$ cat config.mk
export PLATFORM = sky130hd
export DESIGN_NAME = pca_waveform
export DESIGN_NICKNAME = d
export VERILOG_FILES = /design/src/core/pca_wave_pkg.sv /design/src/core/pca_waveform.sv
export SDC_FILE = /design/constraint.sdc
export NUM_CORES = 1
export LEC_CHECK = 0
export ABC_AREA = 1
export BUFFER_PORTS_ARGS = -buffer_cell sky130_fd_sc_hd__buf_4
export CAP_MARGIN = 20
export CORE_ASPECT_RATIO = 1.2
export CORE_MARGIN = 3
export CORE_UTILIZATION = 40
export DETAILED_ROUTE_END_ITERATION = 10
export HOLD_SLACK_MARGIN = 0.08
export PLACE_DENSITY = 0.67
export SLEW_MARGIN = 30
export SYNTH_ARGS = -nofsm -noshare
export SYNTH_HDL_FRONTEND = slang
export SYNTH_SLANG_ARGS = --single-unit
$ cat constraint.sdc
create_clock -name i_mclk -period 5.3 [get_ports i_mclk]
set_input_delay 1.06 -clock i_mclk [delete_from_list [all_inputs] [get_ports i_mclk]]
set_output_delay 1.06 -clock i_mclk [all_outputs]
set_load 0.005 [all_outputs]
$ cat src/core/pca_wave_pkg.sv
// Purpose: shared constants for the counter array waveform block
// Assumes: 32-bit Avalon-MM register bus, one word per register
// Notes: offsets are byte addresses
package pca_wave_pkg;

  // ************************************************
  // register map
  // ************************************************
  localparam logic [7:0] ADDR_COUNTER_CONTROL = 8'h00;
  localparam logic [7:0] ADDR_COUNTER_MODE = 8'h04;
  localparam logic [7:0] ADDR_PWM_CONFIG = 8'h08;
  localparam logic [7:0] ADDR_COUNT = 8'h0c;
  // module n sits at (n + 1) * 16; word 0 mode, 1 low byte, 2 high byte
  localparam logic [1:0] SUB_MODULE_MODE = 2'h0;
  localparam logic [1:0] SUB_COMPARE_LOW = 2'h1;
  localparam logic [1:0] SUB_COMPARE_HIGH = 2'h2;

  // ************************************************
  // field positions
  // ************************************************
  localparam int CTRL_RUN_BIT = 0;
  localparam int CTRL_OVF_BIT = 1;
  localparam int CTRL_MATCH_LSB = 8;
  localparam int PWMCFG_CYCLE_LENGTH_SELECT_LSB = 0;
  localparam int PWMCFG_RELOAD_ACCESS_SELECT_BIT = 5;
  localparam int PWMCFG_CYCLE_OVERFLOW_FLAG_BIT = 6;
  localparam int MM_MATCH_IRQ_BIT = 0;
  localparam int MM_PWM_BIT = 1;
  localparam int MM_TOGGLE_BIT = 2;
  localparam int MM_MATCH_FLAG_BIT = 3;
  localparam int MM_COMPARATOR_BIT = 6;
  localparam int MM_WIDE_PWM_BIT = 7;

  // ************************************************
  // encodings and counts
  // ************************************************
  localparam logic [2:0] CPS_DIV12 = 3'h0;
  localparam logic [2:0] CPS_DIV4 = 3'h1;
  localparam logic [2:0] CPS_EXT_EDGE = 3'h2;
  localparam logic [3:0] PRESCALE_DIV12_LAST = 4'hb;
  localparam logic [3:0] PRESCALE_DIV4_LAST = 4'h3;
  localparam logic [1:0] CYCLE_LENGTH_SELECT_8BIT = 2'h0;
  localparam logic [1:0] CYCLE_LENGTH_SELECT_9BIT = 2'h1;
  localparam logic [1:0] CYCLE_LENGTH_SELECT_10BIT = 2'h2;
  localparam logic [15:0] MASK_8BIT = 16'h00ff;
  localparam logic [15:0] MASK_9BIT = 16'h01ff;
  localparam logic [15:0] MASK_10BIT = 16'h03ff;
  localparam logic [15:0] MASK_11BIT = 16'h07ff;
  localparam logic [7:0] RESET_BYTE = 8'h00;
  localparam logic [15:0] RESET_WORD = 16'h0000;

  typedef enum logic [4:0] {
    WAVE_OTHER = 5'b00001,
    WAVE_FREQ = 5'b00010,
    WAVE_PWM8 = 5'b00100,
    WAVE_PWM_ENABLE = 5'b01000,
    WAVE_PWM16 = 5'b10000
  } wave_mode_t;

endpackage

$ cat src/core/pca_waveform.sv
// Purpose: shared 16-bit counter and waveform modes of the compare modules
// Assumes: i_mclk 40 MHz, synchronous active-high reset, Avalon-MM slave
// Notes: capture, software timer and watchdog modes are not in this block
//
// The register addresses and the Avalon-MM slave port were left to the implementer.
`timescale 1ns/10ps
`default_nettype none

// What this block and its software do
// high byte sets clocks between toggles
// low byte match toggles, adds high byte
// comparator, toggle, pwm bits select frequency mode
// frequency mode flags full 16-bit match
// 8-11 bit modules share one cycle length
// 8-bit: match sets, low overflow clears
// 8-bit: low byte reloads from high byte
// comparator, pwm, length 00 select 8-bit
// 8-bit match sets match flag
// 8-bit overflow sets cycle flag every 256
// low write clears, high write sets comparator
// software writes low byte before high
// comparator off gives zero duty in pwm
// reload select steers compare byte accesses
// software writes right-justified reload values
// n-bit: match sets, bit n overflow clears
// n-bit overflow sets flag, loads reload
// other lengths select 9, 10, 11 bit
// n-bit periods 512/1024/2048, match flags
// wide pwm bit selects 16-bit pwm
// 16-bit match flag, counter overflow flag
// software syncs 16-bit writes to matches
// shared counter increments per selected tick
module pca_waveform #(
  parameter int NUM_MODULES = 2
) (
  // clock and reset
  input wire logic i_mclk,
  input wire logic i_reset,
  // external counter clock pin
  input wire logic i_ext_count_clk,
  // avalon-mm slave
  input wire logic [7:0] i_address,
  input wire logic i_read,
  input wire logic i_write,
  input wire logic [31:0] i_writedata,
  input wire logic [3:0] i_byteenable,
  output logic [31:0] o_readdata,
  output logic o_waitrequest,
  // module pins
  output logic [NUM_MODULES-1:0] o_module_output_pin
);

  typedef struct packed {
    logic [15:0] count;
    logic run;
    logic counter_overflow_flag;
    logic [2:0] clock_source_select;
    logic [3:0] prescale;
    logic [1:0] cycle_length_select;
    logic reload_access_select;
    logic cycle_overflow_flag;
    logic [NUM_MODULES-1:0][7:0] module_mode;
    logic [NUM_MODULES-1:0][15:0] compare_value;
    logic [NUM_MODULES-1:0][15:0] reload_value;
    logic [NUM_MODULES-1:0] match_flag;
    logic [NUM_MODULES-1:0] pin;
    logic ext_s1;
    logic ext_s2;
    logic ext_s3;
    logic waitreq;
    logic [31:0] rdata;
  } state_t;

  state_t st_r;
  state_t st_nxt;

  // ************************************************
  // counter tick
  // ************************************************
  logic src_tick;
  logic tick;
  logic [15:0] cnt_inc;
  logic [15:0] len_mask;

  always_comb begin
    case (st_r.clock_source_select)
      pca_wave_pkg::CPS_DIV12: src_tick = (st_r.prescale == pca_wave_pkg::PRESCALE_DIV12_LAST);
      pca_wave_pkg::CPS_DIV4: src_tick = (st_r.prescale == pca_wave_pkg::PRESCALE_DIV4_LAST);
      pca_wave_pkg::CPS_EXT_EDGE: src_tick = st_r.ext_s2 & ~st_r.ext_s3;
      default: src_tick = 1'b1;
    endcase
  end

  assign tick = st_r.run & src_tick;
  // comparisons look at the value the counter is about to take, so the pin
  // changes in the same clock as the counter reaches it
  assign cnt_inc = st_r.count + 16'h0001;

  // one length for every module in 8-11 bit mode
  always_comb begin
    case (st_r.cycle_length_select)
      pca_wave_pkg::CYCLE_LENGTH_SELECT_8BIT: len_mask = pca_wave_pkg::MASK_8BIT;
      pca_wave_pkg::CYCLE_LENGTH_SELECT_9BIT: len_mask = pca_wave_pkg::MASK_9BIT;
      pca_wave_pkg::CYCLE_LENGTH_SELECT_10BIT: len_mask = pca_wave_pkg::MASK_10BIT;
      default: len_mask = pca_wave_pkg::MASK_11BIT;
    endcase
  end

  // ************************************************
  // per-module waveform events
  // ************************************************
  logic [NUM_MODULES-1:0] ev_high;
  logic [NUM_MODULES-1:0] ev_low;
  logic [NUM_MODULES-1:0] ev_toggle;
  logic [NUM_MODULES-1:0] ev_match;
  logic [NUM_MODULES-1:0] ev_cycle_overflow_flag;
  logic [NUM_MODULES-1:0] ev_load;
  logic [NUM_MODULES-1:0][15:0] load_val;

  genvar g;
  generate
    for (g = 0; g < NUM_MODULES; g++) begin : g_mod
      pca_wave_pkg::wave_mode_t mode;
      logic ecom;
      logic mat;
      logic [15:0] cp;
      logic [15:0] eff;
      logic wrap8;
      logic wrapn;

      assign ecom = st_r.module_mode[g][pca_wave_pkg::MM_COMPARATOR_BIT];
      assign mat = st_r.module_mode[g][pca_wave_pkg::MM_MATCH_FLAG_BIT];
      assign cp = st_r.compare_value[g];
      assign wrap8 = (cnt_inc[7:0] == pca_wave_pkg::RESET_BYTE);
      assign wrapn = ((cnt_inc & len_mask) == pca_wave_pkg::RESET_WORD);

      always_comb begin
        if (st_r.module_mode[g][pca_wave_pkg::MM_PWM_BIT]) begin
          if (st_r.module_mode[g][pca_wave_pkg::MM_WIDE_PWM_BIT]) begin
            mode = pca_wave_pkg::WAVE_PWM16;
          end else if (st_r.module_mode[g][pca_wave_pkg::MM_TOGGLE_BIT]) begin
            mode = pca_wave_pkg::WAVE_FREQ;
          end else if (st_r.cycle_length_select == pca_wave_pkg::CYCLE_LENGTH_SELECT_8BIT) begin
            mode = pca_wave_pkg::WAVE_PWM8;
          end else begin
            mode = pca_wave_pkg::WAVE_PWM_ENABLE;
          end
        end else begin
          mode = pca_wave_pkg::WAVE_OTHER;
        end
      end

      always_comb begin
        ev_high[g] = 1'b0;
        ev_low[g] = 1'b0;
        ev_toggle[g] = 1'b0;
        ev_match[g] = 1'b0;
        ev_cycle_overflow_flag[g] = 1'b0;
        ev_load[g] = 1'b0;
        load_val[g] = cp;
        eff = cp;
        case (mode)
          pca_wave_pkg::WAVE_FREQ: begin
            if (tick && ecom && cnt_inc[7:0] == cp[7:0]) begin
              ev_toggle[g] = 1'b1;
              ev_load[g] = 1'b1;
              // a zero high byte adds 256, leaving the low byte as is
              load_val[g] = {cp[15:8], 8'(cp[7:0] + cp[15:8])};
            end
            ev_match[g] = tick && mat && cnt_inc == cp;
          end
          pca_wave_pkg::WAVE_PWM8: begin
            if (tick && wrap8) begin
              ev_low[g] = 1'b1;
              ev_cycle_overflow_flag[g] = 1'b1;
              ev_load[g] = 1'b1;
              load_val[g] = {cp[15:8], cp[15:8]};
              eff = load_val[g];
            end
            if (tick && ecom && cnt_inc[7:0] == eff[7:0]) begin
              ev_high[g] = 1'b1;
              ev_match[g] = mat;
            end
          end
          pca_wave_pkg::WAVE_PWM_ENABLE: begin
            if (tick && wrapn) begin
              ev_low[g] = 1'b1;
              ev_cycle_overflow_flag[g] = 1'b1;
              ev_load[g] = 1'b1;
              load_val[g] = st_r.reload_value[g];
              eff = load_val[g];
            end
            if (tick && ecom && (cnt_inc & len_mask) == (eff & len_mask)) begin
              ev_high[g] = 1'b1;
              ev_match[g] = mat;
            end
          end
          pca_wave_pkg::WAVE_PWM16: begin
            if (tick && cnt_inc == pca_wave_pkg::RESET_WORD) begin
              ev_low[g] = 1'b1;
            end
            if (tick && ecom && cnt_inc == cp) begin
              ev_high[g] = 1'b1;
              ev_match[g] = mat;
            end
          end
          default: begin
          end
        endcase
        // comparator off in any pwm mode pins the output low
        if (!ecom && mode != pca_wave_pkg::WAVE_FREQ && mode != pca_wave_pkg::WAVE_OTHER) begin
          ev_low[g] = 1'b1;
          ev_high[g] = 1'b0;
        end
      end
    end
  endgenerate

  // ************************************************
  // register decode
  // ************************************************
  logic [3:0] slot;
  logic mod_hit;
  logic [3:0] mod_idx;
  logic [1:0] sub;
  logic [31:0] rmux;

  assign slot = i_address[7:4];
  assign sub = i_address[3:2];
  assign mod_idx = slot - 4'h1;
  assign mod_hit = (slot != 4'h0) && (32'(mod_idx) < NUM_MODULES) && (i_address[1:0] == 2'h0);

  always_comb begin
    rmux = '0;
    if (mod_hit) begin
      case (sub)
        pca_wave_pkg::SUB_MODULE_MODE: rmux[7:0] = st_r.module_mode[mod_idx];
        pca_wave_pkg::SUB_COMPARE_LOW: rmux[7:0] = st_r.reload_access_select ?
          st_r.reload_value[mod_idx][7:0] : st_r.compare_value[mod_idx][7:0];
        pca_wave_pkg::SUB_COMPARE_HIGH: rmux[7:0] = st_r.reload_access_select ?
          st_r.reload_value[mod_idx][15:8] : st_r.compare_value[mod_idx][15:8];
        default: rmux = '0;
      endcase
    end else begin
      case (i_address)
        pca_wave_pkg::ADDR_COUNTER_CONTROL: begin
          rmux[pca_wave_pkg::CTRL_RUN_BIT] = st_r.run;
          rmux[pca_wave_pkg::CTRL_OVF_BIT] = st_r.counter_overflow_flag;
          rmux[pca_wave_pkg::CTRL_MATCH_LSB +: NUM_MODULES] = st_r.match_flag;
        end
        pca_wave_pkg::ADDR_COUNTER_MODE: rmux[2:0] = st_r.clock_source_select;
        pca_wave_pkg::ADDR_PWM_CONFIG: begin
          rmux[pca_wave_pkg::PWMCFG_CYCLE_LENGTH_SELECT_LSB +: 2] = st_r.cycle_length_select;
          rmux[pca_wave_pkg::PWMCFG_RELOAD_ACCESS_SELECT_BIT] = st_r.reload_access_select;
          rmux[pca_wave_pkg::PWMCFG_CYCLE_OVERFLOW_FLAG_BIT] = st_r.cycle_overflow_flag;
        end
        pca_wave_pkg::ADDR_COUNT: rmux[15:0] = st_r.count;
        default: rmux = '0;
      endcase
    end
  end

  // ************************************************
  // next state
  // ************************************************
  logic do_write;
  assign do_write = i_write && !st_r.waitreq;

  always_comb begin
    st_nxt = st_r;
    st_nxt.ext_s1 = i_ext_count_clk;
    st_nxt.ext_s2 = st_r.ext_s1;
    st_nxt.ext_s3 = st_r.ext_s2;
    if (src_tick || st_r.clock_source_select > pca_wave_pkg::CPS_DIV4) begin
      st_nxt.prescale = 4'h0;
    end else begin
      st_nxt.prescale = st_r.prescale + 4'h1;
    end
    if (tick) begin
      st_nxt.count = cnt_inc;
    end

    // one wait cycle, then the answer; data is latched while waitrequest is high
    if (st_r.waitreq) begin
      if (i_read || i_write) begin
        st_nxt.waitreq = 1'b0;
        st_nxt.rdata = rmux;
      end
    end else begin
      st_nxt.waitreq = 1'b1;
    end

    // software writes first; hardware events after, so a set beats a clear
    if (do_write && i_byteenable[0]) begin
      if (mod_hit) begin
        case (sub)
          pca_wave_pkg::SUB_MODULE_MODE: st_nxt.module_mode[mod_idx] = i_writedata[7:0];
          pca_wave_pkg::SUB_COMPARE_LOW: begin
            if (st_r.reload_access_select) begin
              st_nxt.reload_value[mod_idx][7:0] = i_writedata[7:0];
            end else begin
              st_nxt.compare_value[mod_idx][7:0] = i_writedata[7:0];
            end
            st_nxt.module_mode[mod_idx][pca_wave_pkg::MM_COMPARATOR_BIT] = 1'b0;
          end
          pca_wave_pkg::SUB_COMPARE_HIGH: begin
            if (st_r.reload_access_select) begin
              st_nxt.reload_value[mod_idx][15:8] = i_writedata[7:0];
            end else begin
              st_nxt.compare_value[mod_idx][15:8] = i_writedata[7:0];
            end
            st_nxt.module_mode[mod_idx][pca_wave_pkg::MM_COMPARATOR_BIT] = 1'b1;
          end
          default: begin
          end
        endcase
      end else begin
        case (i_address)
          pca_wave_pkg::ADDR_COUNTER_CONTROL: begin
            st_nxt.run = i_writedata[pca_wave_pkg::CTRL_RUN_BIT];
            if (i_writedata[pca_wave_pkg::CTRL_OVF_BIT]) begin
              st_nxt.counter_overflow_flag = 1'b0;
            end
          end
          pca_wave_pkg::ADDR_COUNTER_MODE: st_nxt.clock_source_select = i_writedata[2:0];
          pca_wave_pkg::ADDR_PWM_CONFIG: begin
            st_nxt.cycle_length_select = i_writedata[pca_wave_pkg::PWMCFG_CYCLE_LENGTH_SELECT_LSB +: 2];
            st_nxt.reload_access_select = i_writedata[pca_wave_pkg::PWMCFG_RELOAD_ACCESS_SELECT_BIT];
            if (i_writedata[pca_wave_pkg::PWMCFG_CYCLE_OVERFLOW_FLAG_BIT]) begin
              st_nxt.cycle_overflow_flag = 1'b0;
            end
          end
          pca_wave_pkg::ADDR_COUNT: st_nxt.count[7:0] = i_writedata[7:0];
          default: begin
          end
        endcase
      end
    end
    if (do_write && i_byteenable[1]) begin
      if (!mod_hit && i_address == pca_wave_pkg::ADDR_COUNT) begin
        st_nxt.count[15:8] = i_writedata[15:8];
      end
      if (!mod_hit && i_address == pca_wave_pkg::ADDR_COUNTER_CONTROL) begin
        st_nxt.match_flag = st_r.match_flag & ~i_writedata[pca_wave_pkg::CTRL_MATCH_LSB +: NUM_MODULES];
      end
    end

    if (tick && cnt_inc == pca_wave_pkg::RESET_WORD) begin
      st_nxt.counter_overflow_flag = 1'b1;
    end
    if (|ev_cycle_overflow_flag) begin
      st_nxt.cycle_overflow_flag = 1'b1;
    end
    for (int m = 0; m < NUM_MODULES; m++) begin
      if (ev_match[m]) begin
        st_nxt.match_flag[m] = 1'b1;
      end
      // a hardware reload yields to a compare write in the same clock
      if (ev_load[m] && !(do_write && mod_hit && 32'(mod_idx) == m &&
          sub != pca_wave_pkg::SUB_MODULE_MODE && !st_r.reload_access_select)) begin
        st_nxt.compare_value[m] = load_val[m];
      end
      // when match and wrap coincide the pin goes high: full duty
      if (ev_high[m]) begin
        st_nxt.pin[m] = 1'b1;
      end else if (ev_low[m]) begin
        st_nxt.pin[m] = 1'b0;
      end else if (ev_toggle[m]) begin
        st_nxt.pin[m] = ~st_r.pin[m];
      end
    end
  end

  always_ff @(posedge i_mclk) begin
    if (i_reset) begin
      st_r <= '0;
      st_r.waitreq <= 1'b1;
    end else begin
      st_r <= st_nxt;
    end
  end

  assign o_readdata = st_r.rdata;
  assign o_waitrequest = st_r.waitreq;
  assign o_module_output_pin = st_r.pin;

endmodule // pca_waveform

`default_nettype wire

==> impl_metrics.toml, run 1 <==
[synth]
yosys-top-cells-area = "dfxtp_1 (26%), nand2_1 (13%), o21ai_0 (8.7%)"
avgSynthCellArea_um2 = 6.12
yosys_warnings = 0
synth_edf_count = 0
synth_area_um2 = 10200
syn_inst = 1660
seq_area_frac_synth_pct = 26.2
ys_ff_latch = 133
synth_commonest_cells = "nand2_1 (340), inv_1 (210), o21ai_0 (177)"
netlist.area_leader.share_pct = 26.2
yosys.area.top_type = "dfxtp_1"
async_reset_ff_share_pct = 0
yosys.cell_count.top_type = "nand2_1"
yosys.cell_types.count = 52
ys.flop_type = "dfxtp_1"

[drt]
wire_per_inst_um = 22.7
firstDrtPassIters = 7
antenna_left = 0
first_iter_violations = 1493
drt-total-wl_um = 45300
drc = 0
vias = 11700
avgViaCountPerCell = 5.85

[floorplanning]
dieWidth_um = 152
rows = 63
die_area_um2 = 27400
ios = 84
initial_core_util_pct = 40.9
die_h_um = 181
coreArea_um2 = 24800

[sta]
setup_tns_ns = 0
setup_viol = 0
finalCritPeriodShare_pct = 78.9
rsz0062_at_grt = "false"
drv_slew = 0
period_needed_ns = 4.18
fin_ws_ns = 1.12
skew_ns = 0.00894
relSlewSlack_pct = 35.6
max_freq_ghz = 0.239
worstMarginPinSlew_ns = 0.964
finalHoldViolCount = 0

[clock_tree]
cts-htree-levels = 4
clock_latency_ns = 0.44
cts-root-buf = "clkbuf_16"
clock_sinks = 133
cts_buffer_depth = 2
cts-resized-gates = 0
numCtsBuffers = 17
clkTransAtPathRegs_ns = 0.06
post_cts.repair.setup_buffers = 0
cts_hold_buf = 0
cts_tree = "done"

[worst_setup_path]
setup.worst_path.start_class = "flip-flop"
cp.arrival_ns = 4.54
setup.worst_path.end_class = "flip-flop"
path_class = "reg -> reg"
cp_max_fo = 29
crit_required_ns = 5.66

[global_route]
gr-total-overflow = 0
grt_max_degree = 69
grt_pass1_wl_um = 65700
antenna_found_initial = 0
grt_pass1_vias = 10700
grt_usage_pct = 32.5

[power_and_ir_drop]
leakagePower_nw = 4.55
vdd.ir_drop.worst_mv = 0.235
p_per_area_nw_per_um2 = 212

[outcome]
status = "finished clean"

[placed_design]
dpl.hpwl_um = 35200
gp_congestion = 1.04
portBuffers = 49
dpl_worst_slack_ns = 0.916

[layout]
area_growth_pct = 9.28
num-fill-cells = 2711
finalNetCount = 1736
diodes = 0
layout-drive-gt1-share_pct = 8.92

[flow_run]
maxCapViolations = 0

[min_path]
hold_path.class = "reg -> reg"
[sequential cells by signal, summed over array words and instances, names as in the netlist]
register / flops
st_r: 76
g_mod.cp: 32
o_readdata: 16
g_mod.ecom: 2
g_mod.mat: 2
o_module_output_pin: 2
st_nxt: 2
o_waitrequest: 1
[metrics by stage]
step | utilization, % | power, mW | hold WS, ns | instance area [um^2] | cells
after floorplan | - | 1.14 | 0.388 | 10200 | 1675
after global placement | 42.5 | 1.20 | 0.391 | 10500 | 1965
after detailed placement | 42.5 | 1.20 | 0.397 | 10600 | 1965
after CTS | 44.7 | 2.35 | 0.406 | 11100 | 1996
after global routing | 44.7 | 2.41 | 0.414 | 11100 | 1996
final | 44.7 | 2.35 | 0.405 | 11100 | 1996
[kinds of logic (layout without fill, tap and decap cells)]
kind of cell    count (synthesis)  count (layout)  synth area share [%]
compound gates                444             444                  23.8
xor+xnor                       32              32                  2.76
fa+ha+maj                      28              28                  3.59
buf+inv                       316             312                  13.3
flops                         133             133                  26.2
other cells                     1              16                0.0369
simple gates                  706             706                  30.3
[critical path: stages, from the launching register on]
cell and delay, ns:
dfxtp_1 0.75, ha_1 0.32, nand2_2 0.10, inv_2 0.09
nand2_1 0.05, nand2_1 0.39, nand2_1 0.10, nor2_1 0.19
nand2_2 0.12, nor2_8 0.40, buf_4 0.31, nand3_1 0.22
nand2_1 0.19, nand2_1 0.06, nand2_1 0.08, nand2_1 0.08
nor2_1 0.11, nand3_1 0.10, nand2_1 0.07, nand2_1 0.07
nand2_1 0.07, nand2_1 0.06, a21oi_1 0.14
[routing by layer]
layer  part of all wire, %  track usage, %  up-vias
li1                      -               -     5457
met1                    38            40.9     5368
met2                    46            52.7      696
met3                   9.3            5.58      161
met4                   6.2            16.9        0
met5                     0               0        -
[final cells by class]
type                            count  area (um^2)  area share [%]
Sequential cell                   133         2660            24.0
Clock inverter                     13          123            1.10
Timing Repair Buffer               58          435            3.92
Multi-Input combinational cell   1226         6210            55.9
Clock buffer                       18          429            3.86
Tap cell                          325          407            3.66
Inverter                          223          841            7.57
[cells in the final DEF, fill, tap and decap left out, types with 18 or more instances in the layout]
cell type,instances
nand4_1,18
xor2_1,27
a21oi_1,165
nand2_1,340
nand3_1,117
dfxtp_1,133
inv_1,209
nor3_1,18
nor2_1,161
o22ai_1,27
o21ai_1,21
buf_4,58
ha_1,26
o21ai_0,177
[power breakdown]
group	internal (mW)	total [mW]	switching (mW)
Clock	0.649	1.17	0.517
Combinational	0.0500	0.173	0.123
Sequential	1.01	1.01	0.00532
[final timing paths]
path	startpoint	to	slack, ns	depth (start not counted)
max reg2reg	st_r[133]$_SDFF_PP0_	st_r[38]$_SDFFE_PP0P_	1.12	22
min reg2reg	st_nxt[34]$_SDFF_PP0_	st_nxt[33]$_SDFF_PP0_	0.40	2
max	st_r[133]$_SDFF_PP0_	st_r[38]$_SDFFE_PP0P_	1.12	22
min	st_nxt[34]$_SDFF_PP0_	st_nxt[33]$_SDFF_PP0_	0.40	2
Power figures use the tool's default switching activity.
==> run 2: changes to the inputs <==
Settings changed: ABC_AREA 1 to 0.
Clock period 5.3 ns to 4.08 ns, I/O delays scaled along.
==> impl_metrics.toml, run 2 <==
[outcome]
status = "finished clean"

[synth]
muxShareOfSynthArea_pct = 10.5
ys.flop_type = "dfxtp_1"
yosys.cell_types.count = 91
synth_fa_ha_area_share_pct = 3.65
syn_inst = 1240
synth_area_um2 = 10000
synth-compound-area-share_pct = 21.4
yosys.area.top_type = "dfxtp_1"
synth_xor_xnor_area_share_pct = 6.98
synth_edf_count = 0
synth_commonest_cells = "nor2_1 (152), dfxtp_1 (133), nand2_1 (88)"
yosys-top-cells-area = "dfxtp_1 (27%), nor2_1 (5.7%), mux2i_1 (5.2%)"
avgSynthCellArea_um2 = 8.08
yosys_warnings = 0
synth-simple-area-share_pct = 22.6
netlist.area_leader.share_pct = 26.6
ys_ff_latch = 133
yosys.cell_count.top_type = "nor2_1"
synth_top_family_by_area = "simple AND/OR/NAND/NOR gates"
seq_area_frac_synth_pct = 26.6
async_reset_ff_share_pct = 0

[worst_setup_path]
cp_max_fo = 16
rr_worst_depth = 11
setup.worst_path.end_class = "flip-flop"
r2r_start = "st_r[134]$_SDFF_PP0_"
cp.arrival_ns = 4.18
crit_top_cell = "or4_4"
path_cells = "ha_1, nand4_4, or4_4, o311ai_4, and4_1, buf_4, nand2_4, or3_1, a32o_1, or4_4, a221oi_2"
r2r-end = "st_r[38]$_SDFFE_PP0P_"
critPathMaxStageDelay_ns = 0.58
reg2reg_slack_ns = 0.25
crit_required_ns = 4.43
setup.worst_path.start_class = "flip-flop"
path_class = "reg -> reg"
crit_slowest_cell = "or4_4"

[global_route]
gr-total-overflow = 0
grt_usage_pct = 27.7
use_met1_pct = 35.2
top_usage_layer = "met2"
grt_pass1_vias = 9077
grt_use_met3_pct = 4.78
antenna_found_initial = 0
grt_max_degree = 60
use_met2_pct = 43.7
grt_pass1_wl_um = 56200

[clock_tree]
cts-resized-gates = 0
clkTransAtPathRegs_ns = 0.06
cts-root-buf = "clkbuf_16"
cts-htree-levels = 4
cts_buffer_depth = 2
cts_hold_buf = 0
cts_tree = "done"
post_cts.repair.setup_buffers = 0
numCtsBuffers = 17
clock_sinks = 133
clock_latency_ns = 0.43

[min_path]
hold_path.class = "reg -> reg"
whs_endpoint = "st_nxt[33]$_SDFF_PP0_"
hp-start = "st_nxt[34]$_SDFF_PP0_"
hold-path-cell-count = 1

[drt]
avgViaCountPerCell = 6.27
drc = 0
antenna_left = 0
wire_per_inst_um = 23.7
vias = 9862
drt-total-wl_um = 37300
firstDrtPassIters = 7
first_iter_violations = 991

[floorplanning]
ios = 84
dieWidth_um = 150
die_h_um = 179
rows = 62
coreArea_um2 = 24300
die_area_um2 = 27000
initial_core_util_pct = 41.2

[layout]
regMostFlops = "st_r"
finalNetCount = 1317
final_cell_mix = "nor2_1 (152), dfxtp_1 (133), buf_4 (101)"
final_common_cell = "nor2_1"
area_growth_pct = 11.3
largest_reg_flops = 76
layout-drive-gt1-share_pct = 15.8
diodes = 0

[sta]
worstMarginPinSlew_ns = 1.09
finalHoldViolCount = 0
drv_slew = 0
max_freq_ghz = 0.261
rsz0062_at_grt = "false"
relSlewSlack_pct = 26.7
setup_tns_ns = 0
setup_viol = 0
skew_ns = 0.00954
period_needed_ns = 3.83
finalCritPeriodShare_pct = 93.9

[power_and_ir_drop]
leakagePower_nw = 3.99
vdd.ir_drop.worst_mv = 0.231
p_per_area_nw_per_um2 = 278
power_mw = 3.10

[placed_design]
portBuffers = 49
dpl.hpwl_um = 27300
gp_congestion = 1.02

[flow_run]
maxCapViolations = 0
## run 2: cell families (layout without fill, tap and decap cells)
logic type | count (synthesis) | after routing
multiplexers | 83 | 83
other | 1 | 16
adder cells (fa/ha/maj) | 28 | 28
XOR/XNOR | 74 | 74
buffers and inverters | 167 | 165
AO/OA/AOI/OAI | 296 | 296
AND/OR/NAND/NOR | 458 | 458
flip-flops | 133 | 133
## run 2: layout make-up
cell class	instances	area, um^2
fill	2401	13100
tap	320	400
multi-input combinational	955	6590
inverter	32	120
timing repair buffer	101	758
sequential	133	2660
clock buffer	18	439
clock inverter	14	169
## run 2: where the power goes
part | switching, mW | total (mW) | internal [mW] | leakage (nW)
registers | 0.00683 | 1.32 | 1.31 | 1.07
logic | 0.125 | 0.189 | 0.0643 | 2.62
clock network | 0.661 | 1.60 | 0.935 | 0.295
## run 2: worst max-delay path, delay by kind of cell (launching register included)
| family | cells | cell delay, ns |
|---|---|---|
| AO/OA/AOI/OAI | 3 | 0.62 |
| adder cells (fa/ha/maj) | 1 | 0.28 |
| buffers and inverters | 1 | 0.31 |
| flip-flops | 1 | 0.48 |
| AND/OR/NAND/NOR | 6 | 2.06 |
## run 2: metrics by stage
step | hold slack, ns | setup slack [ns] | utilization, % | cells | area, um^2
floorplan | 0.414 | 0.514 | - | 1255 | 10100
global placement | 0.434 | 0.381 | 43.4 | 1541 | 10500
detailed placement | 0.440 | 0.344 | 43.4 | 1541 | 10500
CTS | 0.453 | 0.320 | 45.9 | 1573 | 11100
global route | 0.462 | 0.131 | 45.9 | 1573 | 11100
finish | 0.448 | 0.247 | 45.9 | 1573 | 11100
## run 2: routing by layer
metal	part of all wire, %	wire length [um]
met2	45	16900
met1	41	15300
met4	6.5	2420
met5	0	0
met3	7.1	2650
## run 2: how the worst max path moves through the flow
stage	from	end	slack [ns]	cells after the start
finish	st_r[134]$_SDFF_PP0_	st_r[38]$_SDFFE_PP0P_	0.25	11
global route	st_r[134]$_SDFF_PP0_	g_mod[0].cp[8]$_SDFFE_PP0P_	0.13	11
CTS	st_r[134]$_SDFF_PP0_	st_r[38]$_SDFFE_PP0P_	0.32	11
detailed placement	st_r[134]$_SDFF_PP0_	st_r[38]$_SDFFE_PP0P_	0.34	11
global placement	st_r[134]$_SDFF_PP0_	st_r[38]$_SDFFE_PP0P_	0.38	11
floorplan	i_address[4]	g_mod[0].cp[10]$_SDFFE_PP0P_	0.51	13
==> run 3: changes to the inputs <==
Settings changed: BUFFER_PORTS_ARGS -buffer_cell sky130_fd_sc_hd__buf_4 to unset, CTS_CLUSTER_DIAMETER set to 30, DONT_BUFFER_PORTS set to 1, PLACE_DENSITY 0.67 to unset.
==> impl_metrics.toml, run 3 (same netlist as run 2, synthesis figures left out) <==
[layout]
post-route-cell-area_um2 = 10700
diodes = 0
area_growth_pct = 7.04
final_cell_mix = "nor2_1 (151), dfxtp_1 (132), nand2_1 (88)"
final_common_cell = "nor2_1"
largest_reg_flops = 76
finalNetCount = 1266
num-fill-cells = 2453
layout-drive-gt1-share_pct = 12.4
final_cell_count_no_fill = 1522
regMostFlops = "st_r"

[global_route]
antenna_found_initial = 0
grt_pass1_vias = 9143
grt_usage_pct = 28.3
grt_max_degree = 138
grt_pass1_wl_um = 57300
gr-total-overflow = 0

[worst_setup_path]
path_cells = "ha_1, nand4_4, buf_4, nor3_2, xnor2_2, o221a_2, nand4_1, a2111oi_0, o2111ai_1, or4_4, a221oi_2"
r2r-end = "st_r[38]$_SDFFE_PP0P_"
critPathMaxStageDelay_ns = 0.55
reg2reg_slack_ns = 0.31
startpoint = "st_r[134]$_SDFF_PP0_"
crit_path_end = "st_r[38]$_SDFFE_PP0P_"
cp.arrival_ns = 4.12
setup.worst_path.start_class = "flip-flop"
crit_required_ns = 4.43
path_class = "reg -> reg"
rr_worst_depth = 11
setup.worst_path.end_class = "flip-flop"
cp_max_fo = 10
crit_slowest_cell = "a2111oi_0"
r2r_start = "st_r[134]$_SDFF_PP0_"

[floorplanning]
initial_core_util_pct = 41.2
rows = 62
coreArea_um2 = 24300
dieWidth_um = 150
die_area_um2 = 27000
ios = 84
die_h_um = 179

[drt]
drc = 0
avgViaCountPerCell = 6.39
first_iter_violations = 1129
firstDrtPassIters = 5
drt-total-wl_um = 38300
vias = 9720
antenna_left = 0
wire_per_inst_um = 25.1

[sta]
whs_ns = 0.439
worstMarginPinSlew_ns = 1.02
max_freq_ghz = 0.265
finalHoldViolCount = 0
drv_slew = 0
setup_tns_ns = 0
rsz0062_at_grt = "false"
skew_ns = 0.00849
period_needed_ns = 3.77
setup_viol = 0
fin_ws_ns = 0.308
relSlewSlack_pct = 31.3
finalCritPeriodShare_pct = 92.5

[outcome]
status = "finished clean"

[clock_tree]
post_cts.repair.setup_buffers = 0
cts-htree-levels = 4
cts-root-buf = "clkbuf_16"
cts_tree = "done"
clock_sinks = 133
clock_latency_ns = 0.43
cts_hold_buf = 0
cts-resized-gates = 0
cts_buffer_depth = 2
clkTransAtPathRegs_ns = 0.07
numCtsBuffers = 17

[flow_run]
maxCapViolations = 0

[power_and_ir_drop]
vdd.ir_drop.worst_mv = 0.237
p_per_area_nw_per_um2 = 272
leakagePower_nw = 3.71

[placed_design]
dpl.hpwl_um = 27300
portBuffers = 0
dpl_worst_slack_ns = 0.364
placed_cells = 1490
gp_congestion = 1.01
placed_area_um2 = 10200

[min_path]
hold_path.class = "reg -> reg"
-- run 3: cell count changes in the layout (fill, tap and decap cells not counted), sizes merged --
cell and change:
buf -51, clkinvlp +2, clkinv -1, inv +2, clkbuf -1, bufinv -2
-- run 3: layout make-up --
cell class	count	area, um^2	share of cell area [%]
Clock buffer	17	425	3.97
Inverter	32	120	1.12
Clock inverter	15	136	1.27
Multi-Input combinational cell	955	6600	61.5
Timing Repair Buffer	50	375	3.50
Sequential cell	133	2660	24.9
Tap cell	320	400	3.74
-- run 3: how the worst min path moves through the flow --
stage | slack, ns | to | cells after the start | start
4_1_cts | 0.44 | st_nxt[34]$_SDFF_PP0_ | 1 | i_reset
2_1_floorplan | 0.41 | st_nxt[33]$_SDFF_PP0_ | 1 | st_nxt[34]$_SDFF_PP0_
6_report | 0.44 | st_nxt[33]$_SDFF_PP0_ | 1 | st_nxt[34]$_SDFF_PP0_
3_5_place_dp | 0.43 | st_nxt[33]$_SDFF_PP0_ | 1 | st_nxt[34]$_SDFF_PP0_
3_3_place_gp | 0.42 | st_nxt[33]$_SDFF_PP0_ | 1 | st_nxt[34]$_SDFF_PP0_
5_1_grt | 0.44 | st_nxt[34]$_SDFF_PP0_ | 1 | i_reset
-- run 3: worst max-delay path: cells and delay by family (launching register included) --
family,cells,cell delay [ns]
buf+inv,1,0.20
simple gates,4,0.95
compound gates,4,1.49
flops,1,0.47
fa+ha+maj,1,0.29
xor+xnor,1,0.28
-- run 3: report_power, final --
part | internal (mW) | total (mW) | switching [mW]
logic | 0.0358 | 0.0976 | 0.0618
clock network | 0.801 | 1.50 | 0.701
registers | 1.31 | 1.32 | 0.00829
total | 2.15 | 2.92 | 0.772
-- run 3: metal layers --
metal,vias up,part of all wire [%],track usage [%],routed length [um]
met3,146,7.3,4.88,2780
met2,477,45,44.2,17200
met1,4673,41,36.1,15600
li1,4424,-,-,-
met4,0,7.0,17.9,2680
met5,-,0,0,0
-- run 3: per-stage QoR --
| step | total power, mW | util, % |
|---|---|---|
| 3_3_place_gp | 1.44 | 41.8 |
| 5_1_grt | 3.00 | 44.1 |
| 2_1_floorplan | 1.47 | - |
| 3_5_place_dp | 1.44 | 41.8 |
| 6_report | 2.92 | 44.1 |
| 4_1_cts | 2.93 | 44.1 |
